[src/rtct_regs.vh]
// Purpose: Register map, field positions and counts of the RTC calendar block
// Assumes: Included by bare name from the design files
// Notes:   Definitions only
`ifndef RTCT_REGS_VH
`define RTCT_REGS_VH
// Register offsets (byte addresses, one word each)
`define RTCT_CTRL        8'h00
`define RTCT_STATUS      8'h04
`define RTCT_CLEAR       8'h08
`define RTCT_TIME        8'h0C
`define RTCT_DATE        8'h10
`define RTCT_SUBSEC      8'h14
`define RTCT_ALRA        8'h18
`define RTCT_ALRB        8'h1C
`define RTCT_ALRA_SS     8'h20
`define RTCT_ALRB_SS     8'h24
`define RTCT_TS_TIME     8'h28
`define RTCT_TS_DATE     8'h2C
`define RTCT_TS_SS       8'h30
`define RTCT_KEY         8'h34
`define RTCT_RIGHTS      8'h38
`define RTCT_TAMP_CFG    8'h3C
`define RTCT_BKP_BASE    8'h40
`define RTCT_VER_RTC     8'h50
`define RTCT_VER_TAMP    8'h54
// Control fields
`define RTCT_C_INIT      0
`define RTCT_C_BYPSH     1
`define RTCT_C_DBGSTOP   2
`define RTCT_C_TSEN      3
`define RTCT_C_TSIE      4
`define RTCT_C_REFCK     5
`define RTCT_C_ALRAEN    6
`define RTCT_C_ALRBEN    7
// Status and clear fields
`define RTCT_S_INIT_READY_FLAG     0
`define RTCT_S_RSF       1
`define RTCT_S_ALRA      2
`define RTCT_S_ALRB      3
`define RTCT_S_TS        4
`define RTCT_S_TSOV      5
`define RTCT_S_TSM       6
`define RTCT_S_IT3       7
`define RTCT_S_IT3M      8
`define RTCT_S_OSCSTOP   9
`define RTCT_S_INITUNL   10
`define RTCT_S_CALUNL    11
// Write-protection keys and rights fields
`define RTCT_KEY1        8'hCA
`define RTCT_KEY2        8'h53
`define RTCT_R_INITIALIZATION_PRIVILEGE  0
`define RTCT_R_INITIALIZATION_SECURITY   1
`define RTCT_R_CALIBRATION_PRIVILEGE   2
`define RTCT_R_CALIBRATION_SECURITY    3
// Tamper configuration fields
`define RTCT_T_IT3IE     0
`define RTCT_T_IT3BLOCK  1
// Alarm subsecond mask field position
`define RTCT_SS_MASK_LSB 24
// Counts: kernel tick divider, init sync ticks, tamper blind windows
`define RTCT_KCLK_DIV    610
`define RTCT_INIT_TICKS  2'h2
`define RTCT_TSCLR_APB   3'h4
`define RTCT_TSCLR_APRE  2'h2
`define RTCT_PREDIV_A    127
`define RTCT_PREDIV_S    255
`define RTCT_DAY_SECS    17'h1517F
`endif

[src/rtct_core.v]
// Purpose: RTC calendar with init handshake, alarms, tamper timestamp and key lock
// Assumes: One 20 MHz clock; tamper, oscillator-stop and halt inputs are asynchronous
// Notes:   Kernel clock is a divided one-cycle enable
// Operation
// - Init-ready rises one to two kernel ticks after init request, never at once.
// - Time and date writes are ignored while init-ready is low.
// - With stop-in-debug set, a halted core also stops the subsecond downcounter.
// - Nonzero subsecond mask brings subsecond bits into the alarm match.
// - Tamper with timestamp enabled and flag clear sets flag and captures calendar.
// - Tamper while timestamp flag is set raises the overflow flag instead.
// - Tamper is ignored four bus cycles after clear, two prescaler ticks after clearing.
// - Reference-clock detect unlock needs the key under calibration rights.
// - Oscillator stop sets internal tamper 3 flags and erases or blocks backups.
// - While the oscillator is stopped the timestamp flag and its masked flag stay low.
// - RTC and tamper units each have a read-only version register.
//
// The plain strobed port and the placing of the registers were decided locally.
`timescale 1ns/1ps
`default_nettype none
`include "rtct_regs.vh"
module rtct_core #(
  parameter KCLK_DIV     = `RTCT_KCLK_DIV,
  parameter RTC_VERSION  = 32'h0000_0011,  // Arbitrary value
  parameter TAMP_VERSION = 32'h0000_0022   // Arbitrary value
) (
  // Clock and reset
  input  wire        core_clk_i,
  input  wire        reset_i,
  // Register port
  input  wire [7:0]  addr_i,
  input  wire [31:0] wdata_i,
  input  wire        wr_i,
  input  wire        rd_i,
  input  wire        bus_priv_i,
  input  wire        bus_sec_i,
  output reg  [31:0] rdata_o,
  // Asynchronous pins
  input  wire        tamper_i,
  input  wire        osc_stopped_i,
  input  wire        dbg_halt_i,
  // Status out
  output reg         secrets_erase_o
);
  // Registers
  reg  [7:0]  ctrl_reg;
  reg  [3:0]  rights_reg;
  reg  [1:0]  tcfg_reg;
  reg  [31:0] alr_reg [0:3];
  reg  [31:0] bkp_reg [0:3];
  reg  [31:0] ts_time_reg, ts_date_reg, ts_ss_reg;
  reg         init_ready_flag, registers_synced_flag;
  reg         alarm_a_flag, alarm_b_flag;
  reg         timestamp_flag, timestamp_overflow_flag;
  reg         internal_tamper3_flag;
  reg         init_unl_reg, cal_unl_reg, key1_init_reg, key1_cal_reg;
  reg  [1:0]  init_cnt_reg, rsf_cnt_reg;
  reg  [2:0]  tsclr_cnt_reg;
  reg  [1:0]  apwin_cnt_reg;
  reg  [9:0]  kdiv_reg;
  reg         kclk_en;
  reg  [1:0]  tamp_sync, osc_sync, halt_sync;
  reg         tamp_d, osc_d;
  integer     i, j;
  wire [14:0] subsec;
  wire [16:0] secs;
  wire [15:0] days;
  wire        apre_tick;
  // Access rights check for a given privilege and security requirement
  function rights_ok;
    input need_priv, need_sec, priv, sec;
    begin
      rights_ok = (~need_priv | priv) & (~need_sec | sec);
    end
  endfunction
  // Alarm subsecond compare on the low mask-count bits
  function ss_match;
    input [14:0] ss, alss;
    input [3:0]  mask;
    reg   [14:0] m;
    begin
      m        = (mask >= 4'hF) ? 15'h7FFF : ((15'h0001 << mask) - 15'h0001);
      ss_match = ((ss & m) == (alss & m));
    end
  endfunction
  ////////////////////////////////////////////////////////////////////////
  // Pin synchronisers and edge detect after the second stage
  always @(posedge core_clk_i) begin
    if (reset_i) begin
      tamp_sync <= 2'h0;
      osc_sync  <= 2'h0;
      halt_sync <= 2'h0;
      tamp_d    <= 1'b0;
      osc_d     <= 1'b0;
    end else begin
      tamp_sync <= {tamp_sync[0], tamper_i};
      osc_sync  <= {osc_sync[0], osc_stopped_i};
      halt_sync <= {halt_sync[0], dbg_halt_i};
      tamp_d    <= tamp_sync[1];
      osc_d     <= osc_sync[1];
    end
  end
  wire tamper_evt = tamp_sync[1] & ~tamp_d;
  wire osc_stop   = osc_sync[1];
  wire osc_evt    = osc_sync[1] & ~osc_d;
  ////////////////////////////////////////////////////////////////////////
  // Kernel clock tick; no tick while the oscillator is stopped
  always @(posedge core_clk_i) begin
    if (reset_i) begin
      kdiv_reg <= 10'h000;
      kclk_en  <= 1'b0;
    end else begin
      kclk_en  <= (kdiv_reg == 10'h000) & ~osc_stop;
      kdiv_reg <= (kdiv_reg == 10'h000) ? KCLK_DIV[9:0] - 10'h001 : kdiv_reg - 10'h001;
    end
  end
  // Bus decode
  wire wr_ctrl = wr_i && (addr_i == `RTCT_CTRL);
  wire wr_clr  = wr_i && (addr_i == `RTCT_CLEAR);
  wire wr_key  = wr_i && (addr_i == `RTCT_KEY);
  wire ld_time = wr_i && (addr_i == `RTCT_TIME) && init_ready_flag;
  wire ld_date = wr_i && (addr_i == `RTCT_DATE) && init_ready_flag;
  wire run     = ~init_ready_flag & ~(ctrl_reg[`RTCT_C_DBGSTOP] & halt_sync[1]);
  rtct_calendar u_cal (
    .core_clk_i  (core_clk_i),
    .reset_i     (reset_i),
    .kclk_en_i   (kclk_en),
    .run_i       (run),
    .load_time_i (ld_time),
    .load_date_i (ld_date),
    .wdata_i     (wdata_i),
    .subsec_o    (subsec),
    .secs_o      (secs),
    .days_o      (days),
    .apre_tick_o (apre_tick)
  );
  ////////////////////////////////////////////////////////////////////////
  // Key sequence; each key is judged under its own rights setting
  wire init_rt = rights_ok(rights_reg[`RTCT_R_INITIALIZATION_PRIVILEGE], rights_reg[`RTCT_R_INITIALIZATION_SECURITY],
                           bus_priv_i, bus_sec_i);
  wire cal_rt  = rights_ok(rights_reg[`RTCT_R_CALIBRATION_PRIVILEGE], rights_reg[`RTCT_R_CALIBRATION_SECURITY],
                           bus_priv_i, bus_sec_i);
  always @(posedge core_clk_i) begin
    if (reset_i) begin
      key1_init_reg <= 1'b0;
      key1_cal_reg  <= 1'b0;
      init_unl_reg  <= 1'b0;
      cal_unl_reg   <= 1'b0;
    end else if (wr_key) begin
      key1_init_reg <= (wdata_i[7:0] == `RTCT_KEY1) & init_rt;
      init_unl_reg  <= (wdata_i[7:0] == `RTCT_KEY2) & init_rt & key1_init_reg;
      key1_cal_reg  <= (wdata_i[7:0] == `RTCT_KEY1) & cal_rt;
      cal_unl_reg   <= (wdata_i[7:0] == `RTCT_KEY2) & cal_rt & key1_cal_reg;
    end
  end
  ////////////////////////////////////////////////////////////////////////
  // Control, rights, tamper config and alarm registers
  always @(posedge core_clk_i) begin
    if (reset_i) begin
      ctrl_reg   <= 8'h00;
      rights_reg <= 4'h0;
      tcfg_reg   <= 2'h0;
      for (i = 0; i < 4; i = i + 1)
        alr_reg[i] <= 32'h0000_0000;
    end else if (wr_i) begin
      if (wr_ctrl && init_unl_reg) begin
        ctrl_reg[4:0] <= wdata_i[4:0];
        ctrl_reg[7:6] <= wdata_i[7:6];
      end
      if (wr_ctrl && cal_unl_reg)
        ctrl_reg[`RTCT_C_REFCK] <= wdata_i[`RTCT_C_REFCK];
      if (addr_i == `RTCT_RIGHTS)
        rights_reg <= wdata_i[3:0];
      if (addr_i == `RTCT_TAMP_CFG)
        tcfg_reg <= wdata_i[1:0];
      if (addr_i >= `RTCT_ALRA && addr_i <= `RTCT_ALRB_SS && init_unl_reg)
        alr_reg[addr_i[3:2] - 2'h2] <= wdata_i;
    end
  end
  ////////////////////////////////////////////////////////////////////////
  // init handshake and synced flag
  always @(posedge core_clk_i) begin
    if (reset_i) begin
      init_ready_flag       <= 1'b0;
      registers_synced_flag <= 1'b0;
      init_cnt_reg          <= 2'h0;
      rsf_cnt_reg           <= 2'h0;
    end else if (!ctrl_reg[`RTCT_C_INIT]) begin
      init_ready_flag <= 1'b0;
      init_cnt_reg    <= 2'h0;
      if (init_ready_flag || ld_time || ld_date) begin
        registers_synced_flag <= 1'b0;
        rsf_cnt_reg           <= 2'h0;
      end else if (kclk_en && !registers_synced_flag && !ctrl_reg[`RTCT_C_BYPSH]) begin
        rsf_cnt_reg <= rsf_cnt_reg + 2'h1;
        if (rsf_cnt_reg + 2'h1 == `RTCT_INIT_TICKS) begin
          registers_synced_flag <= 1'b1;
        end
      end
    end else if (!init_ready_flag && kclk_en) begin
      init_cnt_reg <= init_cnt_reg + 2'h1;
      if (init_cnt_reg + 2'h1 == `RTCT_INIT_TICKS) begin
        init_ready_flag <= 1'b1;
      end
    end
  end

  ////////////////////////////////////////////////////////////////////////
  // Alarm flags: evaluated per subsecond tick, so a halted counter stops them
  wire alra_hit = apre_tick & ctrl_reg[`RTCT_C_ALRAEN] & (secs == alr_reg[0][16:0])
                & ss_match(subsec, alr_reg[2][14:0], alr_reg[2][27:24]);
  wire alrb_hit = apre_tick & ctrl_reg[`RTCT_C_ALRBEN] & (secs == alr_reg[1][16:0])
                & ss_match(subsec, alr_reg[3][14:0], alr_reg[3][27:24]);
  always @(posedge core_clk_i) begin
    if (reset_i) begin
      alarm_a_flag <= 1'b0;
      alarm_b_flag <= 1'b0;
    end else begin
      alarm_a_flag <= alra_hit | (alarm_a_flag & ~(wr_clr & wdata_i[`RTCT_S_ALRA]));
      alarm_b_flag <= alrb_hit | (alarm_b_flag & ~(wr_clr & wdata_i[`RTCT_S_ALRB]));
    end
  end
  ////////////////////////////////////////////////////////////////////////
  // Timestamp on tamper with clear windows
  // blind windows after clear
  wire ts_blind = (tsclr_cnt_reg != 3'h0) | (apwin_cnt_reg != 2'h0);
  wire ts_evt   = tamper_evt & ctrl_reg[`RTCT_C_TSEN] & ~osc_stop & ~ts_blind;
  always @(posedge core_clk_i) begin
    if (reset_i) begin
      timestamp_flag          <= 1'b0;
      timestamp_overflow_flag <= 1'b0;
      tsclr_cnt_reg           <= 3'h0;
      apwin_cnt_reg           <= 2'h0;
      ts_time_reg             <= 32'h0000_0000;
      ts_date_reg             <= 32'h0000_0000;
      ts_ss_reg               <= 32'h0000_0000;
    end else begin
      if (wr_clr && wdata_i[`RTCT_S_TS] && timestamp_flag && tsclr_cnt_reg == 3'h0) begin
        tsclr_cnt_reg <= `RTCT_TSCLR_APB;
      end else if (tsclr_cnt_reg != 3'h0) begin
        tsclr_cnt_reg <= tsclr_cnt_reg - 3'h1;
      end
      if (tsclr_cnt_reg == 3'h1) begin
        apwin_cnt_reg <= `RTCT_TSCLR_APRE;
      end else if (apre_tick && apwin_cnt_reg != 2'h0) begin
        apwin_cnt_reg <= apwin_cnt_reg - 2'h1;
      end
      if (osc_stop) begin
        timestamp_flag <= 1'b0;
      end else if (ts_evt && !timestamp_flag) begin
        timestamp_flag <= 1'b1;
        ts_time_reg    <= {15'h0000, secs};
        ts_date_reg    <= {16'h0000, days};
        ts_ss_reg      <= {17'h00000, subsec};
      end else if (tsclr_cnt_reg == 3'h1) begin
        timestamp_flag <= 1'b0;
      end
      timestamp_overflow_flag <= (ts_evt & timestamp_flag)
                               | (timestamp_overflow_flag & ~(wr_clr & wdata_i[`RTCT_S_TSOV]));
    end
  end

  ////////////////////////////////////////////////////////////////////////
  // internal tamper 3 and backup registers
  wire bkp_sel = addr_i >= `RTCT_BKP_BASE && addr_i < `RTCT_VER_RTC;
  wire erase   = osc_evt & ~tcfg_reg[`RTCT_T_IT3BLOCK];
  always @(posedge core_clk_i) begin
    if (reset_i) begin
      internal_tamper3_flag <= 1'b0;
      secrets_erase_o       <= 1'b0;
      for (j = 0; j < 4; j = j + 1)
        bkp_reg[j] <= 32'h0000_0000;
    end else begin
      internal_tamper3_flag <= osc_evt
                             | (internal_tamper3_flag & ~(wr_clr & wdata_i[`RTCT_S_IT3]));
      secrets_erase_o       <= erase;
      if (erase) begin
        for (j = 0; j < 4; j = j + 1)
          bkp_reg[j] <= 32'h0000_0000;
      end else if (wr_i && bkp_sel && !internal_tamper3_flag) begin
        bkp_reg[addr_i[3:2]] <= wdata_i;
      end
    end
  end
  ////////////////////////////////////////////////////////////////////////
  // Read data, valid in the cycle after the read strobe
  wire it3m = internal_tamper3_flag & tcfg_reg[`RTCT_T_IT3IE];
  wire tsm  = timestamp_flag & ctrl_reg[`RTCT_C_TSIE];
  wire [31:0] status = {20'h00000, cal_unl_reg, init_unl_reg, osc_stop, it3m,
                        internal_tamper3_flag, tsm, timestamp_overflow_flag,
                        timestamp_flag, alarm_b_flag, alarm_a_flag,
                        registers_synced_flag, init_ready_flag};
  always @(posedge core_clk_i) begin
    if (reset_i) begin
      rdata_o <= 32'h0000_0000;
    end else if (rd_i) begin
      case (addr_i)
        `RTCT_CTRL:      rdata_o <= {24'h000000, ctrl_reg};
        `RTCT_STATUS:    rdata_o <= status;
        `RTCT_TIME:      rdata_o <= {15'h0000, secs};
        `RTCT_DATE:      rdata_o <= {16'h0000, days};
        `RTCT_SUBSEC:    rdata_o <= {17'h00000, subsec};
        `RTCT_ALRA:      rdata_o <= alr_reg[0];
        `RTCT_ALRB:      rdata_o <= alr_reg[1];
        `RTCT_ALRA_SS:   rdata_o <= alr_reg[2];
        `RTCT_ALRB_SS:   rdata_o <= alr_reg[3];
        `RTCT_TS_TIME:   rdata_o <= ts_time_reg;
        `RTCT_TS_DATE:   rdata_o <= ts_date_reg;
        `RTCT_TS_SS:     rdata_o <= ts_ss_reg;
        `RTCT_RIGHTS:    rdata_o <= {28'h0000000, rights_reg};
        `RTCT_TAMP_CFG:  rdata_o <= {30'h00000000, tcfg_reg};
        `RTCT_VER_RTC:   rdata_o <= RTC_VERSION;
        `RTCT_VER_TAMP:  rdata_o <= TAMP_VERSION;
        default: begin
          // Backups read zero while blocked by tamper 3
          rdata_o <= (bkp_sel && !internal_tamper3_flag) ? bkp_reg[addr_i[3:2]] : 32'h0000_0000;
        end
      endcase
    end else begin
      rdata_o <= 32'h0000_0000;
    end
  end
endmodule
`default_nettype wire

[src/rtct_calendar.v]
// Purpose: Prescalers, subsecond downcounter and second/day calendar
// Assumes: kclk_en_i is a one-cycle kernel tick; run_i gates all counting
// Notes:   Loads from software take effect at once; a time load also resets the subsecond count
`timescale 1ns/1ps
`default_nettype none
`include "rtct_regs.vh"
module rtct_calendar #(
  parameter PREDIV_A = `RTCT_PREDIV_A,
  parameter PREDIV_S = `RTCT_PREDIV_S
) (
  // Clock and reset
  input  wire        core_clk_i,
  input  wire        reset_i,
  // Control
  input  wire        kclk_en_i,
  input  wire        run_i,
  input  wire        load_time_i,
  input  wire        load_date_i,
  input  wire [31:0] wdata_i,
  // Calendar state
  output reg  [14:0] subsec_o,
  output reg  [16:0] secs_o,
  output reg  [15:0] days_o,
  output reg         apre_tick_o
);
  reg [6:0] apre_cnt_reg;
  wire      apre_en = kclk_en_i & run_i & (apre_cnt_reg == 7'h00);

  ////////////////////////////////////////////////////////////////////////
  // Asynchronous prescaler, the source of the subsecond clock
  always @(posedge core_clk_i) begin
    if (reset_i) begin
      apre_cnt_reg <= PREDIV_A[6:0];
      apre_tick_o  <= 1'b0;
    end else begin
      apre_tick_o <= apre_en;
      if (kclk_en_i && run_i) begin
        apre_cnt_reg <= (apre_cnt_reg == 7'h00) ? PREDIV_A[6:0] : apre_cnt_reg - 7'h01;
      end
    end
  end

  ////////////////////////////////////////////////////////////////////////
  // Subsecond downcounter, seconds of day and day count
  always @(posedge core_clk_i) begin
    if (reset_i) begin
      subsec_o <= PREDIV_S[14:0];
      secs_o   <= 17'h00000;
      days_o   <= 16'h0000;
    end else if (load_time_i) begin
      secs_o   <= wdata_i[16:0];
      subsec_o <= PREDIV_S[14:0];
    end else if (load_date_i) begin
      days_o <= wdata_i[15:0];
    end else if (apre_en) begin
      if (subsec_o == 15'h0000) begin
        subsec_o <= PREDIV_S[14:0];
        if (secs_o >= `RTCT_DAY_SECS) begin
          secs_o <= 17'h00000;
          days_o <= days_o + 16'h0001;
        end else begin
          secs_o <= secs_o + 17'h00001;
        end
      end else begin
        subsec_o <= subsec_o - 15'h0001;
      end
    end
  end
endmodule
`default_nettype wire

[config.mk]
export PLATFORM = sky130hd
export DESIGN_NAME = rtct_core
export DESIGN_NICKNAME = d
export VERILOG_FILES = /design/src/rtct_core.v /design/src/rtct_calendar.v
export VERILOG_INCLUDE_DIRS = /design/src
export SDC_FILE = /design/constraint.sdc
export NUM_CORES = 1
export LEC_CHECK = 0
export ABC_AREA = 1
export BUFFER_PORTS_ARGS = -buffer_cell sky130_fd_sc_hd__buf_2
export CAP_MARGIN = 20
export CELL_PAD_IN_SITES_DETAIL_PLACEMENT = 1
export CELL_PAD_IN_SITES_GLOBAL_PLACEMENT = 1
export CORE_AREA = 2 2 224 226
export DETAILED_ROUTE_END_ITERATION = 8
export DIE_AREA = 0 0 226 228
export GPL_ROUTABILITY_DRIVEN = 0
export HOLD_SLACK_MARGIN = 0.05
export PLACE_DENSITY = 0.8
export REMOVE_ABC_BUFFERS = 1
export SKIP_LAST_GASP = 1
export SLEW_MARGIN = 20
export SYNTH_ARGS = -nofsm -noshare
export SYNTH_HDL_FRONTEND = slang
export SYNTH_HIERARCHICAL = 1
export SYNTH_SLANG_ARGS = --single-unit
[constraint.sdc]
create_clock -name core_clk_i -period 2.81 [get_ports core_clk_i]
set_input_delay 0 -clock core_clk_i [delete_from_list [all_inputs] [get_ports core_clk_i]]
set_output_delay 0 -clock core_clk_i [all_outputs]
set_load 0.1 [all_outputs]
* Yosys cells after proc, flatten, opt, wreduce, memory -nomap -nowiden *
Memories as Yosys holds them, arrays and structs flattened.
Cells that the tools add are included.

word-level totals
  bits in registers = 190
  memory bits (writable) = 256
  input bits = 49
  output and inout bits = 33
  logic and storage cells = 279
  memories kept = 2

memory list
  memory   depth  width  rd ports  clocked after Yosys merged registers in  wr ports  RTL line        RTL
  alr_reg  4      32     4         0                                        4         rtct_core.v:48  reg [31:0] alr_reg [0:3];
  bkp_reg  4      32     1         0                                        4         rtct_core.v:49  reg [31:0] bkp_reg [0:3];

operators by class
  $add $sub $neg = 12
  $lt $le $gt $ge = 7
  equal/unequal tests = 27
  shift operators = 2
  mux-type cells = 50
  bitwise operators = 72
  reduce and logical (&&, ||, !) cells = 68

operators by type and width
  operator                                                               number
  32-bit one-hot mux with 16 select lines                                1
  32-bit two-way mux                                                     7
  17-bit two-way mux                                                     5
  8-bit by 6-bit equality test with 1-bit output, second input constant  8
  16-bit two-way mux                                                     4
  32-bit OR reduction                                                    2
  15-bit AND                                                             4
  15-bit two-way mux                                                     3
  15-bit by 1-bit subtractor with 15-bit output, second input constant   3
  1-bit AND                                                              36
  17-bit equality test                                                   2
  8-bit by 5-bit equality test with 1-bit output, second input constant  4
  15-bit equality test                                                   2
  1-bit by 4-bit << shifter with 15-bit output, first input constant     2
  8-bit by 7-bit equality test with 1-bit output, second input constant  3
  1-bit logical AND                                                      24
  2-bit nonzero test                                                     11
  1-bit two-way mux                                                      20
  1-bit NOT                                                              19
  17-bit by 1-bit adder with 17-bit output, second input constant        1
  17-bit greater-or-equal comparator, second input constant              1
  16-bit by 1-bit adder with 16-bit output, second input constant        1
  8-bit by 4-bit equality test with 1-bit output, second input constant  2
  2-bit AND reduction                                                    8
  other kinds (32)                                                       65

* Logic depth before layout (Yosys ltp) *
  depth after elaboration = 10
  depth in mapped cells = 16
  gate-level depth less buffers = 15

* Cells and area by module *
The synthesis kept the hierarchy.

by module, submodules not included
  module         instances  cells each  area an instance (um2)  sequential area each (um2)
  rtct_core      1          2130        18186.2                 10369.9
  rtct_calendar  1          611         3707.3                  1121.1

* Worst setup path before layout *
Ideal clock, no wire load.

  path kind = register to register
  start = register internal_tamper3_flag
  end = memory bkp_reg[0][0], enable pin
  library setup time = 0.389 ns
  arrival time = 1.956 ns
  data required time = 2.421 ns
  setup slack = 0.464 ns
  cell stages (with the launch flop) = 7
  buffers on the path = 1
  clock period less this slack = 2.346 ns
  cell sequence = dfxtp_1 inv_1 nand4_2 nor3_1 nand2_1 buf_2 nand2_1

RTL lines
  what                    RTL line         RTL
  from (decl)             rtct_core.v:54   reg internal_tamper3_flag;
  from (signal assigned)  rtct_core.v:273  internal_tamper3_flag <= osc_evt
  to (decl)               rtct_core.v:49

* Worst setup path in the final report *
  start = input port addr_i[1]
  end = register rdata_o[4]

on the way
  cells in the longest elaborated chain, start to end = 5
  elaborated cells between the ends (all ways) = 22
  those cells by class = order compare (2); eq/ne (15); mux (2); reduce/logical (3)

ends and longest elaborated chain
  what                                                                                                                                             RTL line         RTL
  from (decl)                                                                                                                                      rtct_core.v:30   input wire [7:0] addr_i,
  8-bit by 7-bit greater-or-equal comparator with 1-bit output (no line) or 8-bit by 7-bit less-than comparator with 1-bit output (tied branches)  --
  1-bit logical AND (no line)                                                                                                                      --
  1-bit logical AND                                                                                                                                rtct_core.v:315  rdata_o <= (bkp_sel && !internal_tamper3_flag) ? bkp_reg[addr_i[3:2]] : 32'h0000_0000;
  32-bit two-way mux                                                                                                                               rtct_core.v:315
  32-bit one-hot mux with 16 select lines *                                                                                                        rtct_core.v:296  case (addr_i)
  to (signal assigned)                                                                                                                             rtct_core.v:297  `RTCT_CTRL: rdata_o <= {24'h000000, ctrl_reg};
  to (signal assigned)                                                                                                                             rtct_core.v:298  `RTCT_STATUS: rdata_o <= status;
  to (signal assigned)                                                                                                                             rtct_core.v:315
  to (decl)                                                                                                                                        rtct_core.v:36   output reg [31:0] rdata_o,

Every way passes the cells marked *; elsewhere a longest branch is shown, timed or not.
A chain may end at the register's enable or synchronous reset.

==> key figures <==
Status
  – Status: complete, no violations

Timing
  – Worst slew pin tran: 882 ps
  – Achievable Freq: 0.369 GHz
  – Final worst path period share: 0.964
  – Max-slew violation count: 0
  – Unrepaired setup endpoints after global routing: false
  – Clk_skew: 19.8 ps
  – Fin crit period: 2710 ps
  – Slew headroom: 0.412
  – Final setup vio count: 0
  – Fin worst setup slack: 100 ps
  – Fin. Hold Viols: 0

Drt
  – Final wirelength: 81200 microns
  – DRT iter0 DRCs: 1596
  – DR WL/cell: 22.6 microns
  – First-pass iteration count of the detailed router: 6
  – Via count: 20.1k
  – Via-to-Cell Ratio: 5.60
  – Final ANT Viol Nets: 0
  – DRC: 0

Placed design
  – Final HPWL DP: 56000 microns
  – Post-place setup slack: 214 ps
  – Port Buffer Count: 81
  – Cell Area, Placed: 23100 sq um

Logic synthesis
  – Post-Syn Area: 21900 sq um
  – Synth area leaders: edfxtp_1, dfxtp_1, nand2_1, nor2_1, inv_1
  – Mux cell area share after synthesis: 0
  – Largest family of logic cells by synthesized area: simple AND/OR/NAND/NOR gates
  – #FFs+latches synth: 446
  – Post-Synth Adder-Cell Area: 0.00800
  – Post-synthesis sequential area ratio: 0.525
  – Yosys top cell area share: 0.351
  – EDFF count, synth: 256
  – Synth async-reset ratio: 0
  – Largest area contributor in the netlist: edfxtp_1
  – Synth Area in XOR/XNOR: 0.0176
  – Cell count after synthesis: 2741
  – Mean Syn Cell Area: 7.99 sq um
  – Simple-gate portion of the synthesized area: 0.267
  – Top cells by count, synth: nand2_1, nor2_1, inv_1, edfxtp_1, dfxtp_1
  – Top FF cell, synth: edfxtp_1
  – Synth unique cells: 48
  – Count leader, synth: nand2_1
  – Synth warn: 6
  – Synth Area in Compound Gates: 0.100

Setup path
  – Reg2reg setup slack: 360 ps
  – Slowest cell on crit path: dlygate4sd3_1
  – Critical Path RT: 3320 ps
  – R2R depth: 10
  – Crit path from: addr_i[1]
  – Crit Path Category: in2reg
  – Peak per-stage delay on the critical path: 690 ps
  – Critical Path AT: 3220 ps
  – R2R Path End: u_cal/subsec_o[8]$_SDFFE_PP0P_
  – Worst-path cell chain: dlygate4sd3_1 -> buf_2 -> nor2_2 -> dlygate4sd3_1 -> nand2_2 -> nor2_4 -> inv_2 -> o21ai_0 -> nor2_1 -> nand2_1 -> nor2_1 -> a21oi_1
  – Crit-path max FO: 10
  – Crit start category: primary input
  – RR Startpoint: init_ready_flag$_SDFFE_PP0P_
  – CP Capture Type: register

Clock tree
  – CTS max path bufs: 3
  – H-tree levels: 2
  – TritonCTS clock tree: yes
  – Worst skew pair latency: 610 ps
  – Clock Tree Root: clkbuf_16
  – Clock transition at path regs: 70 ps
  – Post-CTS Setup Inserts: 0
  – CTS sink cnt: 446
  – Num CTS Buffers: 49

Min path
  – Worst hold endpoint: tcfg_reg[0]$_SDFFE_PP0P_
  – Worst min path class: in2reg
  – Hold Crit Start: addr_i[0]
  – Hold path depth: 8

Global routing
  – Largest net degree at the start of global routing: 85
  – Global-route wire length before repair: 122000 microns
  – Gr usage total: 0.314
  – Total grt overflow: 0
  – Vias in the first global route: 21.2k
  – Initial antenna violation count: 0

Pwr
  – P_leak: 10.4 nW
  – Maximum vdd drop: 0.000553 V
  – Cell Pwr Density: 612 nW/um^2

Floorplan
  – Core area: 49300 sq um
  – Starting utilization of the core area: 0.444
  – Chip Width: 226 microns
  – DIE AREA: 51500 sq um
  – Num rows: 82
  – IO Count: 82
  – Die height: 228 microns

Cells and area
  – Layout cell share with drive strength beyond 1: 0.113
  – FILL cells: 5981
  – Antenna Cells: 0
  – Final core occ: 0.514
  – Layout overhead on the synthesized area: 15.8%
  – Post-route cell area: 25400 sq um
  – Nets: 2946

Flow run
  – Max capacitance violation total: 0
## cell families (layout without fill, tap and decap cells)
logic type	after synthesis	count (layout)
adder cells (fa/ha/maj)	14	14
AND/OR/NAND/NOR	1387	1387
buffers and inverters	447	630
XOR/XNOR	44	44
AO/OA/AOI/OAI	403	403
flip-flops	446	446
## how the worst max path moves through the flow
stage                                     endpoint  slack [ps]  cells past startpoint
floorplan           u_cal/subsec_o[8]$_SDFFE_PP0P_       -1660                     11
global placement            rdata_o[10]$_SDFF_PP0_         220                     12
detailed placement          rdata_o[10]$_SDFF_PP0_         210                     12
CTS                   alr_reg[0][27]$_SDFFCE_PN0P_         130                     13
global route                rdata_o[16]$_SDFF_PP0_          10                     16
finish                       rdata_o[4]$_SDFF_PP0_         100                     12
## placed cells by master, fill, tap and decap left out, types with 8 or more instances in the layout
cell	instances
nand3_1	113
dfxtp_1	190
clkbuf_16	49
nor3_1	17
buf_4	54
nor2_2	14
nand4_1	38
edfxtp_1	256
xnor2_1	17
dlygate4sd3_1	50
o22ai_1	23
clkinv_1	10
nand2_1	644
nand2_2	12
o21ai_0	173
clkbuf_8	9
inv_1	314
a22oi_1	12
nor2_4	30
a21oi_1	148
ha_1	14
inv_2	31
clkinv_2	8
buf_2	81
xor2_1	27
nor2_1	496
a31oi_1	23
## metal layers
| metal | up-vias | part of all wire | GRT usage | wire [microns] |
|---|---|---|---|---|
| met5 | - | 0 | 0 | 0 |
| met3 | 222 | 0.069 | 0.0509 | 5630 |
| met4 | 0 | 0.046 | 0.147 | 3760 |
| met1 | 10030 | 0.39 | 0.386 | 31900 |
| li1 | 9124 | - | - | - |
| met2 | 755 | 0.49 | 0.537 | 40000 |
## layout make-up
class	count	area [sq um]	area share
repair buffers	189	1370	0.0538
clock inverters	30	360	0.0142
flip-flops and latches	446	11500	0.453
inverters	349	1310	0.0517
multi-input cells	1848	8630	0.340
clock buffers	62	1370	0.0538
well taps	672	841	0.0332
## critical path: cells and delay by family
family / cells / cell delay (ps)
AND/OR/NAND/NOR: 6 / 1040
buffers and inverters: 4 / 1650
AO/OA/AOI/OAI: 2 / 510
## through the flow
step | TNS, ps | hold WS, ps | power, W | instances
finish | 0 | 96.5 | 0.0155 | 3596
global route | 0 | 137 | 0.0159 | 3596
CTS | 0 | 68.6 | 0.0155 | 3596
detailed placement | 0 | 213 | 0.00863 | 3454
global placement | 0 | 197 | 0.00854 | 3454
floorplan | -155150 | 69.1 | 0.00814 | 2643
## timing repair
item / CTS / global route
setup endpoints to repair: 0 / 46
resized for setup: 0 / 3
hold endpoints to repair: 230 / 0
hold buffers: 50 / 0
## power by group
group	leakage, nW	internal (W)	switching [W]
Combinational	5.35	0.000376	0.000899
Clock	0.838	0.00409	0.00285
Sequential	4.20	0.00716	0.000143
Total	10.4	0.0116	0.00389
Note: power is estimated with default switching activity, not from simulation.
